--- src/rtl/rx_chain_defines.vh ---
// constants for the receiver chain control register bank
// assumes a 4-wire serial port, 15-bit address, 8-bit data, mode 0
//
// Contract
// RL1: switch source bit 6 picks pins or register
// RL2: switch source bit resets to pin control
// RL3: register mode: 10 input 0, 01 input 1; code maps bits 5..4 = 10 to input 1 and 01 to input 0
// RL4: pin mode follows pins, ignores register bits
// RL5: attenuation code bits 5..2, 1 dB steps
// RL6: attenuator enabled only while bit 0 set
// RL7: gain peaking amount bits 1..0 applied
// RL8: host writes documented demodulator enable values
// RL9: four sign-magnitude dc offset code registers
// RL10: bits 1 and 2 invert I and Q
// RL11: lowpass code bits 1..0 select bandwidth
// RL12: bits 0 and 1 enable I, Q amps
// RL13: lo divider code bits 4..0 one-hot ratio
// RL14: integer divider low write starts autotune
// RL15: master enable gates signal-chain enables only; code also gates lo_output_enable
// RL16: host enables lo output after lock
// RL17: all settings held in serial-accessible registers
// RL18: equal select bits keep previous input
`ifndef RX_CHAIN_DEFINES_VH
`define RX_CHAIN_DEFINES_VH

// register addresses
`define ADDR_MASTER_ENABLE 16'h0020
`define ADDR_RF_SWITCH 16'h0030
`define ADDR_ATTEN 16'h0031
`define ADDR_DEMOD_EN 16'h0032
`define ADDR_MIX_LO_CM 16'h0033
`define ADDR_MIX_OUT_CM 16'h0034
`define ADDR_GAIN_PEAK 16'h003A
`define ADDR_CM_EN 16'h0040
`define ADDR_DC_CH0_I 16'h0051
`define ADDR_DC_CH0_Q 16'h0052
`define ADDR_DC_CH1_I 16'h0053
`define ADDR_DC_CH1_Q 16'h0054
`define ADDR_LOWPASS 16'h0060
`define ADDR_IF_AMP 16'h0070
`define ADDR_POLARITY 16'h0080
`define ADDR_INT_DIV_LOW 16'h1200
`define ADDR_LO_OUT_DIV 16'h1414

// storage slots in the register memory
`define SLOT_COUNT 16
`define SLOT_NONE 5'h10

// field positions
`define BIT_MASTER_EN 1
`define BIT_SW_SOURCE 6
`define BIT_SW_SEL1 5
`define BIT_SW_SEL0 4
`define BIT_ATTEN_EN 0
`define ATTEN_HI 5
`define ATTEN_LO 2
`define BIT_I_INV 1
`define BIT_Q_INV 2
`define BIT_LO_OUTPUT_ENABLE 6

// reset values
`define RESET_BYTE 8'h00

// lowpass bandwidth selection codes
`define LPF_1000MHZ 2'h0
`define LPF_750MHZ 2'h1
`define LPF_500MHZ 2'h2
`define LPF_250MHZ 2'h3

// one-hot lo divider codes
`define DIV_BY_8 5'h08
`define DIV_BY_4 5'h04
`define DIV_BY_2 5'h02
`define DIV_BY_1 5'h01

// serial frame: read flag, 15 address bits, 8 data bits
`define FRAME_BITS 24
`define DATA_START 16

`endif

--- src/rtl/reg_memory.v ---
// small byte memory holding the settings registers
// assumes one write port and a registered read port on one clock
`timescale 1ns/10ps
`default_nettype none
`include "rx_chain_defines.vh"

module reg_memory (
    // clock and reset
    input wire ref_clk,
    input wire reset,
    // write port
    input wire wr_en,
    input wire [3:0] wr_slot,
    input wire [7:0] wr_data,
    // registered read port
    input wire [3:0] rd_slot,
    output reg [7:0] rd_data_q,
    // all contents, flat, slot 0 in the low byte
    output wire [8*`SLOT_COUNT-1:0] contents
);
    reg [7:0] mem_q [0:`SLOT_COUNT-1]; // flops so every byte resets
    genvar g;

    // each slot is its own register and drives its own lane
    generate
        for (g = 0; g < `SLOT_COUNT; g = g + 1) begin : slot
            always @(posedge ref_clk or posedge reset) begin
                if (reset) begin
                    mem_q[g] <= `RESET_BYTE;
                end else if (wr_en && wr_slot == g) begin
                    mem_q[g] <= wr_data;
                end
            end
            assign contents[8*g+7:8*g] = mem_q[g];
        end
    endgenerate

    // read data come out of a flop
    always @(posedge ref_clk or posedge reset) begin
        if (reset) begin
            rd_data_q <= `RESET_BYTE;
        end else begin
            rd_data_q <= mem_q[rd_slot];
        end
    end
endmodule
`default_nettype wire

--- src/rtl/serial_port.v ---
// serial slave: 24-bit frames, msb first, sampled on rising sclk
// assumes sclk, sdi, cs_n synchronous to ref_clk and slower than it
`timescale 1ns/10ps
`default_nettype none
`include "rx_chain_defines.vh"

module serial_port (
    // clock and reset
    input wire ref_clk,
    input wire reset,
    // serial pins
    input wire sclk,
    input wire cs_n,
    input wire sdi,
    output reg sdo_q,
    // register side
    output reg [15:0] addr_q,
    output reg addr_valid_q,
    output reg wr_stb_q,
    output reg [7:0] wr_data_q,
    input wire [7:0] rd_data
);
    reg sclk_q; // previous sclk for edge detect
    reg [4:0] count_q; // bits taken in this frame
    reg [23:0] shift_q; // incoming bits
    reg [7:0] out_q; // outgoing read byte
    reg is_read_q;
    wire rise = sclk && !sclk_q;
    wire fall = !sclk && sclk_q;
    wire [23:0] shifted = {shift_q[22:0], sdi};

    // frame engine; cs_n high aborts a partial frame
    always @(posedge ref_clk or posedge reset) begin
        if (reset) begin
            sclk_q <= 1'b0;
            count_q <= 5'h00;
            shift_q <= 24'h000000;
            out_q <= 8'h00;
            is_read_q <= 1'b0;
            sdo_q <= 1'b0;
            addr_q <= 16'h0000;
            addr_valid_q <= 1'b0;
            wr_stb_q <= 1'b0;
            wr_data_q <= 8'h00;
        end else begin
            sclk_q <= sclk;
            wr_stb_q <= 1'b0;
            if (cs_n) begin
                count_q <= 5'h00;
                addr_valid_q <= 1'b0;
                sdo_q <= 1'b0;
            end else if (rise) begin
                shift_q <= shifted;
                count_q <= count_q + 5'h01;
                if (count_q == 5'h0F) begin
                    // address complete: top bit flags a read
                    addr_q <= {1'b0, shifted[14:0]};
                    is_read_q <= shifted[15];
                    addr_valid_q <= 1'b1;
                end
                if (count_q == 5'h17 && !is_read_q) begin
                    wr_data_q <= shifted[7:0];
                    wr_stb_q <= 1'b1;
                end
            end else if (fall) begin
                // read byte is loaded once the memory flop has settled
                if (count_q == 5'h10 && is_read_q) begin
                    out_q <= {rd_data[6:0], 1'b0};
                    sdo_q <= rd_data[7];
                end else if (count_q > 5'h10 && is_read_q) begin
                    sdo_q <= out_q[7];
                    out_q <= {out_q[6:0], 1'b0};
                end
            end
        end
    end
endmodule
`default_nettype wire

--- src/rtl/rx_chain_control_regs.v ---
// receiver chain control register bank with serial access
// assumes host drives serial pins and switch select pins synchronously
`timescale 1ns/10ps
`default_nettype none
`include "rx_chain_defines.vh"

module rx_chain_control_regs (
    // clock and reset
    input wire ref_clk,
    input wire reset,
    // serial port
    input wire sclk,
    input wire cs_n,
    input wire sdi,
    output wire sdo,
    // switch select pins
    input wire input0_select_pin,
    input wire input1_select_pin,
    // rf switch
    output reg rf_input_zero,
    output reg rf_input_one,
    // step attenuator
    output reg [3:0] attenuation_code,
    output reg attenuator_enable,
    // mixer and common mode
    output reg [1:0] gain_peak,
    output reg [7:0] demod_enables,
    output reg [7:0] common_mode_enables,
    output reg [7:0] mixer_lo_cm,
    output reg [7:0] mixer_out_cm,
    // dc offset codes, sign-magnitude
    output reg [7:0] dc_offset_ch0_i,
    output reg [7:0] dc_offset_ch0_q,
    output reg [7:0] dc_offset_ch1_i,
    output reg [7:0] dc_offset_ch1_q,
    // polarity and filter
    output reg i_path_invert,
    output reg q_path_invert,
    output reg [1:0] lowpass_bw_sel,
    // if amplifiers
    output reg i_amp_enable,
    output reg q_amp_enable,
    // lo output
    output reg [4:0] lo_divider_code,
    output reg [2:0] lo_divide_ratio_log2,
    output reg lo_output_enable,
    // synthesizer
    output reg autotune_start
);
    // map an address to a storage slot; shared by write and read paths
    function [4:0] slot_of;
        input [15:0] a;
        begin
            case (a)
                `ADDR_MASTER_ENABLE: slot_of = 5'h00;
                `ADDR_RF_SWITCH: slot_of = 5'h01;
                `ADDR_ATTEN: slot_of = 5'h02;
                `ADDR_DEMOD_EN: slot_of = 5'h03;
                `ADDR_MIX_LO_CM: slot_of = 5'h04;
                `ADDR_MIX_OUT_CM: slot_of = 5'h05;
                `ADDR_GAIN_PEAK: slot_of = 5'h06;
                `ADDR_CM_EN: slot_of = 5'h07;
                `ADDR_DC_CH0_I: slot_of = 5'h08;
                `ADDR_DC_CH0_Q: slot_of = 5'h09;
                `ADDR_DC_CH1_I: slot_of = 5'h0A;
                `ADDR_DC_CH1_Q: slot_of = 5'h0B;
                `ADDR_LOWPASS: slot_of = 5'h0C;
                `ADDR_IF_AMP: slot_of = 5'h0D;
                `ADDR_POLARITY: slot_of = 5'h0E;
                `ADDR_INT_DIV_LOW: slot_of = 5'h0F;
                default: slot_of = `SLOT_NONE;
            endcase
        end
    endfunction

    // one-hot divider code to log2 ratio; illegal codes fall to divide by 1
    function [2:0] ratio_of;
        input [4:0] c;
        begin
            case (c)
                `DIV_BY_8: ratio_of = 3'h3;
                `DIV_BY_4: ratio_of = 3'h2;
                `DIV_BY_2: ratio_of = 3'h1;
                `DIV_BY_1: ratio_of = 3'h0;
                default: ratio_of = 3'h0;
            endcase
        end
    endfunction

    // serial side wires
    wire [15:0] bus_addr;
    wire bus_addr_valid;
    wire bus_wr;
    wire [7:0] bus_wdata;
    wire [7:0] mem_rdata;
    wire [8*`SLOT_COUNT-1:0] regs;

    // decode of the current frame address
    wire [4:0] slot = slot_of(bus_addr);
    wire is_lo_div = (bus_addr == `ADDR_LO_OUT_DIV);
    wire mem_wr = bus_wr && !slot[4];

    reg [7:0] lo_div_reg_q; // held outside the memory, steers output now
    reg [7:0] rd_mux; // read byte to the serial port

    serial_port u_serial (
        .ref_clk(ref_clk),
        .reset(reset),
        .sclk(sclk),
        .cs_n(cs_n),
        .sdi(sdi),
        .sdo_q(sdo),
        .addr_q(bus_addr),
        .addr_valid_q(bus_addr_valid),
        .wr_stb_q(bus_wr),
        .wr_data_q(bus_wdata),
        .rd_data(rd_mux)
    );

    reg_memory u_mem (
        .ref_clk(ref_clk),
        .reset(reset),
        .wr_en(mem_wr),
        .wr_slot(slot[3:0]),
        .wr_data(bus_wdata),
        .rd_slot(slot[3:0]),
        .rd_data_q(mem_rdata),
        .contents(regs)
    );

    // the separate lo divider register; all settings readable back
    always @(posedge ref_clk or posedge reset) begin
        if (reset) begin
            lo_div_reg_q <= `RESET_BYTE;
        end else if (bus_wr && is_lo_div) begin
            lo_div_reg_q <= bus_wdata; // RL17
        end
    end

    // read path: unmapped addresses read zero
    always @* begin
        if (is_lo_div) begin
            rd_mux = lo_div_reg_q;
        end else if (slot[4] || !bus_addr_valid) begin
            rd_mux = 8'h00;
        end else begin
            rd_mux = mem_rdata; // RL17
        end
    end

    // named views of the stored bytes
    wire [7:0] master_b = regs[7:0];
    wire [7:0] switch_b = regs[15:8];
    wire [7:0] atten_b = regs[23:16];
    wire master_on = master_b[`BIT_MASTER_EN];
    wire from_reg = switch_b[`BIT_SW_SOURCE]; // resets to 0: pin control RL2

    // selected input before gating by the master enable
    reg sel_one_q; // remembered input for the undefined register combination
    reg sel_one_d;

    // switch source choice
    always @* begin
        sel_one_d = sel_one_q;
        if (!from_reg) begin
            // pins rule, register selects are ignored RL4
            if (input1_select_pin && !input0_select_pin) begin
                sel_one_d = 1'b1;
            end else if (input0_select_pin && !input1_select_pin) begin
                sel_one_d = 1'b0;
            end
        end else if (switch_b[`BIT_SW_SEL0] != switch_b[`BIT_SW_SEL1]) begin
            sel_one_d = switch_b[`BIT_SW_SEL1]; // RL3 RL1
        end else begin
            // both equal: keep what was selected RL18
            sel_one_d = sel_one_q;
        end
    end

    // switch memory
    always @(posedge ref_clk or posedge reset) begin
        if (reset) begin
            sel_one_q <= 1'b0;
        end else begin
            sel_one_q <= sel_one_d;
        end
    end

    // output flops; master enable gates the chain and the lo driver, never the lo divider
    // rf switch: both low with master off
    // flopped so the switch sees no glitch
    always @(posedge ref_clk or posedge reset) begin
        if (reset) begin
            rf_input_zero <= 1'b0;
            rf_input_one <= 1'b0;
        end else begin
            rf_input_zero <= master_on && !sel_one_d; // RL15
            rf_input_one <= master_on && sel_one_d; // RL15
        end
    end

    // step attenuator code and enable
    // code ungated: unused while off
    always @(posedge ref_clk or posedge reset) begin
        if (reset) begin
            attenuation_code <= 4'h0;
            attenuator_enable <= 1'b0;
        end else begin
            attenuation_code <= atten_b[`ATTEN_HI:`ATTEN_LO]; // RL5
            attenuator_enable <= master_on && atten_b[`BIT_ATTEN_EN]; // RL6 RL15
        end
    end

    // mixer gain peaking amount
    // a setting, not an enable
    always @(posedge ref_clk or posedge reset) begin
        if (reset) begin
            gain_peak <= 2'h0;
        end else begin
            gain_peak <= regs[49:48]; // RL7
        end
    end

    // demodulator enables
    // mixer and common-mode enables, host loads fixed values
    // enables, so master off clears them
    always @(posedge ref_clk or posedge reset) begin
        if (reset) begin
            demod_enables <= 8'h00;
            common_mode_enables <= 8'h00;
        end else begin
            demod_enables <= master_on ? regs[31:24] : 8'h00; // RL15 RL8
            common_mode_enables <= master_on ? regs[63:56] : 8'h00; // RL15
        end
    end

    // common-mode levels
    // levels pass ungated
    always @(posedge ref_clk or posedge reset) begin
        if (reset) begin
            mixer_lo_cm <= 8'h00;
            mixer_out_cm <= 8'h00;
        end else begin
            mixer_lo_cm <= regs[39:32];
            mixer_out_cm <= regs[47:40];
        end
    end

    // offset codes pass through unchanged RL9
    // channel 0, sign-magnitude
    // kept through master off
    always @(posedge ref_clk or posedge reset) begin
        if (reset) begin
            dc_offset_ch0_i <= 8'h00;
            dc_offset_ch0_q <= 8'h00;
        end else begin
            dc_offset_ch0_i <= regs[71:64];
            dc_offset_ch0_q <= regs[79:72];
        end
    end

    // channel 1 offset codes
    // same format as channel 0
    // ungated as well
    always @(posedge ref_clk or posedge reset) begin
        if (reset) begin
            dc_offset_ch1_i <= 8'h00;
            dc_offset_ch1_q <= 8'h00;
        end else begin
            dc_offset_ch1_i <= regs[87:80];
            dc_offset_ch1_q <= regs[95:88];
        end
    end

    // i and q path polarity
    // set high to invert a path
    // ungated: a setting only
    always @(posedge ref_clk or posedge reset) begin
        if (reset) begin
            i_path_invert <= 1'b0;
            q_path_invert <= 1'b0;
        end else begin
            i_path_invert <= regs[112 + `BIT_I_INV]; // RL10
            q_path_invert <= regs[112 + `BIT_Q_INV]; // RL10
        end
    end

    // lowpass bandwidth code
    // every code is legal
    // 00 widest, 11 narrowest
    always @(posedge ref_clk or posedge reset) begin
        if (reset) begin
            lowpass_bw_sel <= `LPF_1000MHZ;
        end else begin
            lowpass_bw_sel <= regs[97:96]; // RL11
        end
    end

    // if amplifier enables
    // gated with the chain
    always @(posedge ref_clk or posedge reset) begin
        if (reset) begin
            i_amp_enable <= 1'b0;
            q_amp_enable <= 1'b0;
        end else begin
            i_amp_enable <= master_on && regs[104]; // RL12 RL15
            q_amp_enable <= master_on && regs[105]; // RL12 RL15
        end
    end

    // lo divider code and ratio
    // illegal codes read as divide by 1
    // lo generation: never gated
    always @(posedge ref_clk or posedge reset) begin
        if (reset) begin
            lo_divider_code <= 5'h00;
            lo_divide_ratio_log2 <= 3'h0;
        end else begin
            lo_divider_code <= lo_div_reg_q[4:0]; // RL13
            lo_divide_ratio_log2 <= ratio_of(lo_div_reg_q[4:0]); // RL13
        end
    end

    // lo driver enable
    // a driver, so master gates it
    always @(posedge ref_clk or posedge reset) begin
        if (reset) begin
            lo_output_enable <= 1'b0;
        end else begin
            // lo driver enable is gated; host sets it only after lock RL16
            lo_output_enable <= master_on && lo_div_reg_q[`BIT_LO_OUTPUT_ENABLE]; // RL15
        end
    end

    // one-cycle autotune pulse on any write to the integer low byte
    always @(posedge ref_clk or posedge reset) begin
        if (reset) begin
            autotune_start <= 1'b0;
        end else begin
            autotune_start <= bus_wr && (bus_addr == `ADDR_INT_DIV_LOW); // RL14
        end
    end
endmodule
`default_nettype wire

--- config.mk ---
export PLATFORM = sky130hd
export DESIGN_NAME = rx_chain_control_regs
export DESIGN_NICKNAME = d
export VERILOG_FILES = /design/src/rtl/reg_memory.v /design/src/rtl/serial_port.v /design/src/rtl/rx_chain_control_regs.v
export VERILOG_INCLUDE_DIRS = /design/src /design/src/rtl
export SDC_FILE = /design/constraint.sdc
export NUM_CORES = 1
export LEC_CHECK = 0
export BUFFER_PORTS_ARGS = -buffer_cell sky130_fd_sc_hd__buf_2
export CORE_ASPECT_RATIO = 1.25
export CORE_MARGIN = 8
export CORE_UTILIZATION = 54
export DETAILED_ROUTE_END_ITERATION = 10
export PLACE_DENSITY = 0.86
export SLEW_MARGIN = 10
export SYNTH_ARGS = -nofsm -noshare
export SYNTH_HDL_FRONTEND = slang
export SYNTH_SLANG_ARGS = --single-unit
--- constraint.sdc ---
create_clock -name ref_clk -period 11.55 [get_ports ref_clk]
set_input_delay 3.465 -clock ref_clk [delete_from_list [all_inputs] [get_ports ref_clk]]
set_output_delay 3.465 -clock ref_clk [all_outputs]
set_load 0.02 [all_outputs]
==> results.sh <==
export IMPL_ctsHoldBuffers=0
export IMPL_timing_slew_headroom=0.2338
export IMPL_hold_path_end="dc_offset_ch0_i[5]$_DFF_PP0_"
export IMPL_tns_ps=0
export IMPL_synth_most_common_cell="dfrtp_1"
export IMPL_ff2ff_setup_slack_ps=7020
export IMPL_drt_met1_wl_mm=10.97
export IMPL_p_leak_nw=6.903
export IMPL_row_count=61
export IMPL_clock_latency_ps=540
export IMPL_path_depth=5
export IMPL_worstSetupStartpointType="input port"
export IMPL_start_util=0.5453
export IMPL_arrival_ps=6070
export IMPL_drive_gt1_frac=0.3625
export IMPL_cts_buffers=27
export IMPL_hold_class="flip-flop to flip-flop"
export IMPL_seq_area_frac_synth=0.5992
export IMPL_synth_area_um2=12030
export IMPL_critPathBufInv=1
export IMPL_core_area_um2=22060
export IMPL_ctsResizeCount=0
export IMPL_status="finished, final reports clean"
export IMPL_nets=983
export IMPL_synth_net_count=902
export IMPL_yosys_top_cells_area="dfrtp_1, mux2_2, nand3_1, mux2_4, a21oi_1"
export IMPL_setup_viol=0
export IMPL_min_from="u_mem.contents[69]$_DFFE_PP0P_"
export IMPL_cap_violations=0
export IMPL_antenna_found_initial=1
export IMPL_path_class="input port to flip-flop"
export IMPL_synth_area_per_cell_um2=13.48
export IMPL_cp_slowest_stage_delay_ps=990
export IMPL_hold_viol_final=0
export IMPL_fin_crit_ps=5667
export IMPL_wl_per_cell_um=22.22
export IMPL_rr_worst_depth=8
export IMPL_wirelength_mm=28.35
export IMPL_hold_depth=0
export IMPL_clock_fmax_mhz=176.5
export IMPL_drtIter0Drc=720
export IMPL_h_tree_depth=1
export IMPL_clock_skew_final_ps=26.36
export IMPL_clkSinkCount=288
export IMPL_ys_warn_count=0
export IMPL_cp_end_kind="flip-flop"
export IMPL_postRouteAntennaNets=0
export IMPL_die_w_um=149.5
export IMPL_fillers=1605
export IMPL_port_buffers=95
export IMPL_crit_family="simple AND/OR/NAND/NOR gates"
export IMPL_crit_path_cell_trace="buf_2 > nor2b_1 > and2_1 > nor3b_1 > mux2_2"
export IMPL_cts_setup_buffers=0
export IMPL_async_flop_share=1.000
export IMPL_cts_tree="yes"
export IMPL_place_hpwl_mm=18.75
export IMPL_synthCells=892
export IMPL_fin_crit_sh=0.4906
export IMPL_slowest_stage="nor3b_1"
export IMPL_grt_use_total=0.2072
export IMPL_synth_top_area_share=0.5992
export IMPL_cts_root_buf="clkbuf_16"
export IMPL_dr_wl_met3_mm=2.065
export IMPL_die_y_um=182.9
export IMPL_routed_top_layer="met5"
export IMPL_areaGrowthSynthToFinish_pct=13.24
export IMPL_grt_max_degree=122
export IMPL_synth_seq_cells=288
export IMPL_crit_required_ps=11960
export IMPL_drc=0
export IMPL_tightest_slew_ps=1147
export IMPL_cp_max_fo=17
export IMPL_synth_edf_count=0
export IMPL_dieArea_um2=27330
export IMPL_synthFlopType="dfrtp_1"
export IMPL_overflow=0
export IMPL_rsz0062_at_grt="false"
export IMPL_dr_wl_met2_mm=14.28
export IMPL_rr_startpoint="u_serial.addr_q[1]$_DFFE_PP0P_"
export IMPL_ios=97
export IMPL_routed_via_density=6.090
export IMPL_r2r_end="u_mem.rd_data_q[7]$_DFF_PP0_"
export IMPL_yosysTopAreaCell="dfrtp_1"
export IMPL_grt_pass1_wl_mm=44.94
export IMPL_vdd_ir_drop_max_uv=143.6
export IMPL_power_density_nw_per_um2=147.6
export IMPL_grt_pass1_vias=8034
export IMPL_synth_common_cells="dfrtp_1, mux2_2, nand3_1"
export IMPL_num_antenna_cells=0
export IMPL_clk_pin_slew_ps=70
export IMPL_slew_viol_final=0
export IMPL_fin_cells=1276
export IMPL_dr_pass1_iters=5
export IMPL_place_gp_congestion=0.8917
export IMPL_synth_distinct_cells=69
export IMPL_dp_cells=1227
export IMPL_cts_buffer_depth=3
export IMPL_vias=7771
-- worst max-delay path by stage --
stage                from                           endpoint  slack, ps
floorplan           reset      attenuation_code[0]$_DFF_PP0_        140
global placement     sclk  u_serial.wr_data_q[0]$_DFFE_PP0P_       5480
detailed placement   sclk  u_serial.wr_data_q[1]$_DFFE_PP0P_       5320
CTS                  sclk  u_serial.wr_data_q[1]$_DFFE_PP0P_       5870
global route         sclk  u_serial.wr_data_q[3]$_DFFE_PP0P_       5700
finish               sclk  u_serial.wr_data_q[1]$_DFFE_PP0P_       5880
-- area by class of cell --
type | instances | area (um2) | area share
Sequential cell | 288 | 7207 | 0.5291
Multi-Input combinational cell | 545 | 4559 | 0.3347
Clock buffer | 37 | 763.2 | 0.05604
Timing Repair Buffer | 100 | 513.0 | 0.03766
Tap cell | 283 | 354.1 | 0.02600
Clock inverter | 12 | 175.2 | 0.01286
Inverter | 11 | 48.80 | 0.003583
-- cells by family after synthesis --
group,after synthesis,share of synthesized area
mux,204,0.1944
buf+inv,59,0.02174
xor+xnor,8,0.005826
flops,288,0.5992
other cells,1,0.0003118
simple gates,195,0.1044
fa+ha+maj,5,0.004786
compound gates,132,0.06928
-- layout by cell type (no fill, tap or decap), drive strengths merged, types with 12 or more instances in the layout --
master and count:
dfrtp 288, mux2 189, buf 100, nand3 59, a21oi 42, o21ai 38, clkbuf 37, and2 26
nor2 23, nand2 22, mux2i 15, inv 12
-- routing by layer --
layer / vias up / GRT usage
li1: 3387 / -
met2: 321 / 0.3475
met1: 3992 / 0.2602
met4: 2 / 0.08337
met3: 69 / 0.03821
met5: - / 0
-- flip-flops by register name, indices dropped and copies added (netlist names), 2 cells and up --
name / count
gain_peak: 2
u_mem.rd_data_q: 8
dc_offset_ch1_q: 8
u_serial.count_q: 5
attenuation_code: 4
common_mode_enables: 8
u_serial.shift_q: 15
mixer_out_cm: 8
u_serial.addr_q: 15
dc_offset_ch0_q: 8
u_mem.contents: 128
mixer_lo_cm: 8
lowpass_bw_sel: 2
dc_offset_ch0_i: 8
u_serial.wr_data_q: 8
lo_divide_ratio_log2: 2
lo_div_reg_q: 8
demod_enables: 8
dc_offset_ch1_i: 8
u_serial.out_q: 7
lo_divider_code: 5
-- metrics by stage --
stage / utilization / hold WS [ps] / power (mW) / worst slack, ps / instance area, um2
after floorplan: - / 364.4 / 1.087 / 136.0 / 12030
after global placement: 0.5750 / 383.8 / 1.101 / 5484 / 12680
after detailed placement: 0.5750 / 380.1 / 1.104 / 5318 / 12680
after CTS: 0.6175 / 394.9 / 2.027 / 5868 / 13620
after global routing: 0.6175 / 402.6 / 2.069 / 5699 / 13620
final: 0.6175 / 393.8 / 2.011 / 5883 / 13620
-- where the power goes --
group	switching (mW)	leakage, nW	internal, mW
Clock	0.374	0.452	0.553
Sequential	0.0183	4.00	1.02
Combinational	0.0267	2.46	0.0149
Total	0.419	6.90	1.59
Note: power is estimated with default switching activity, not from simulation.
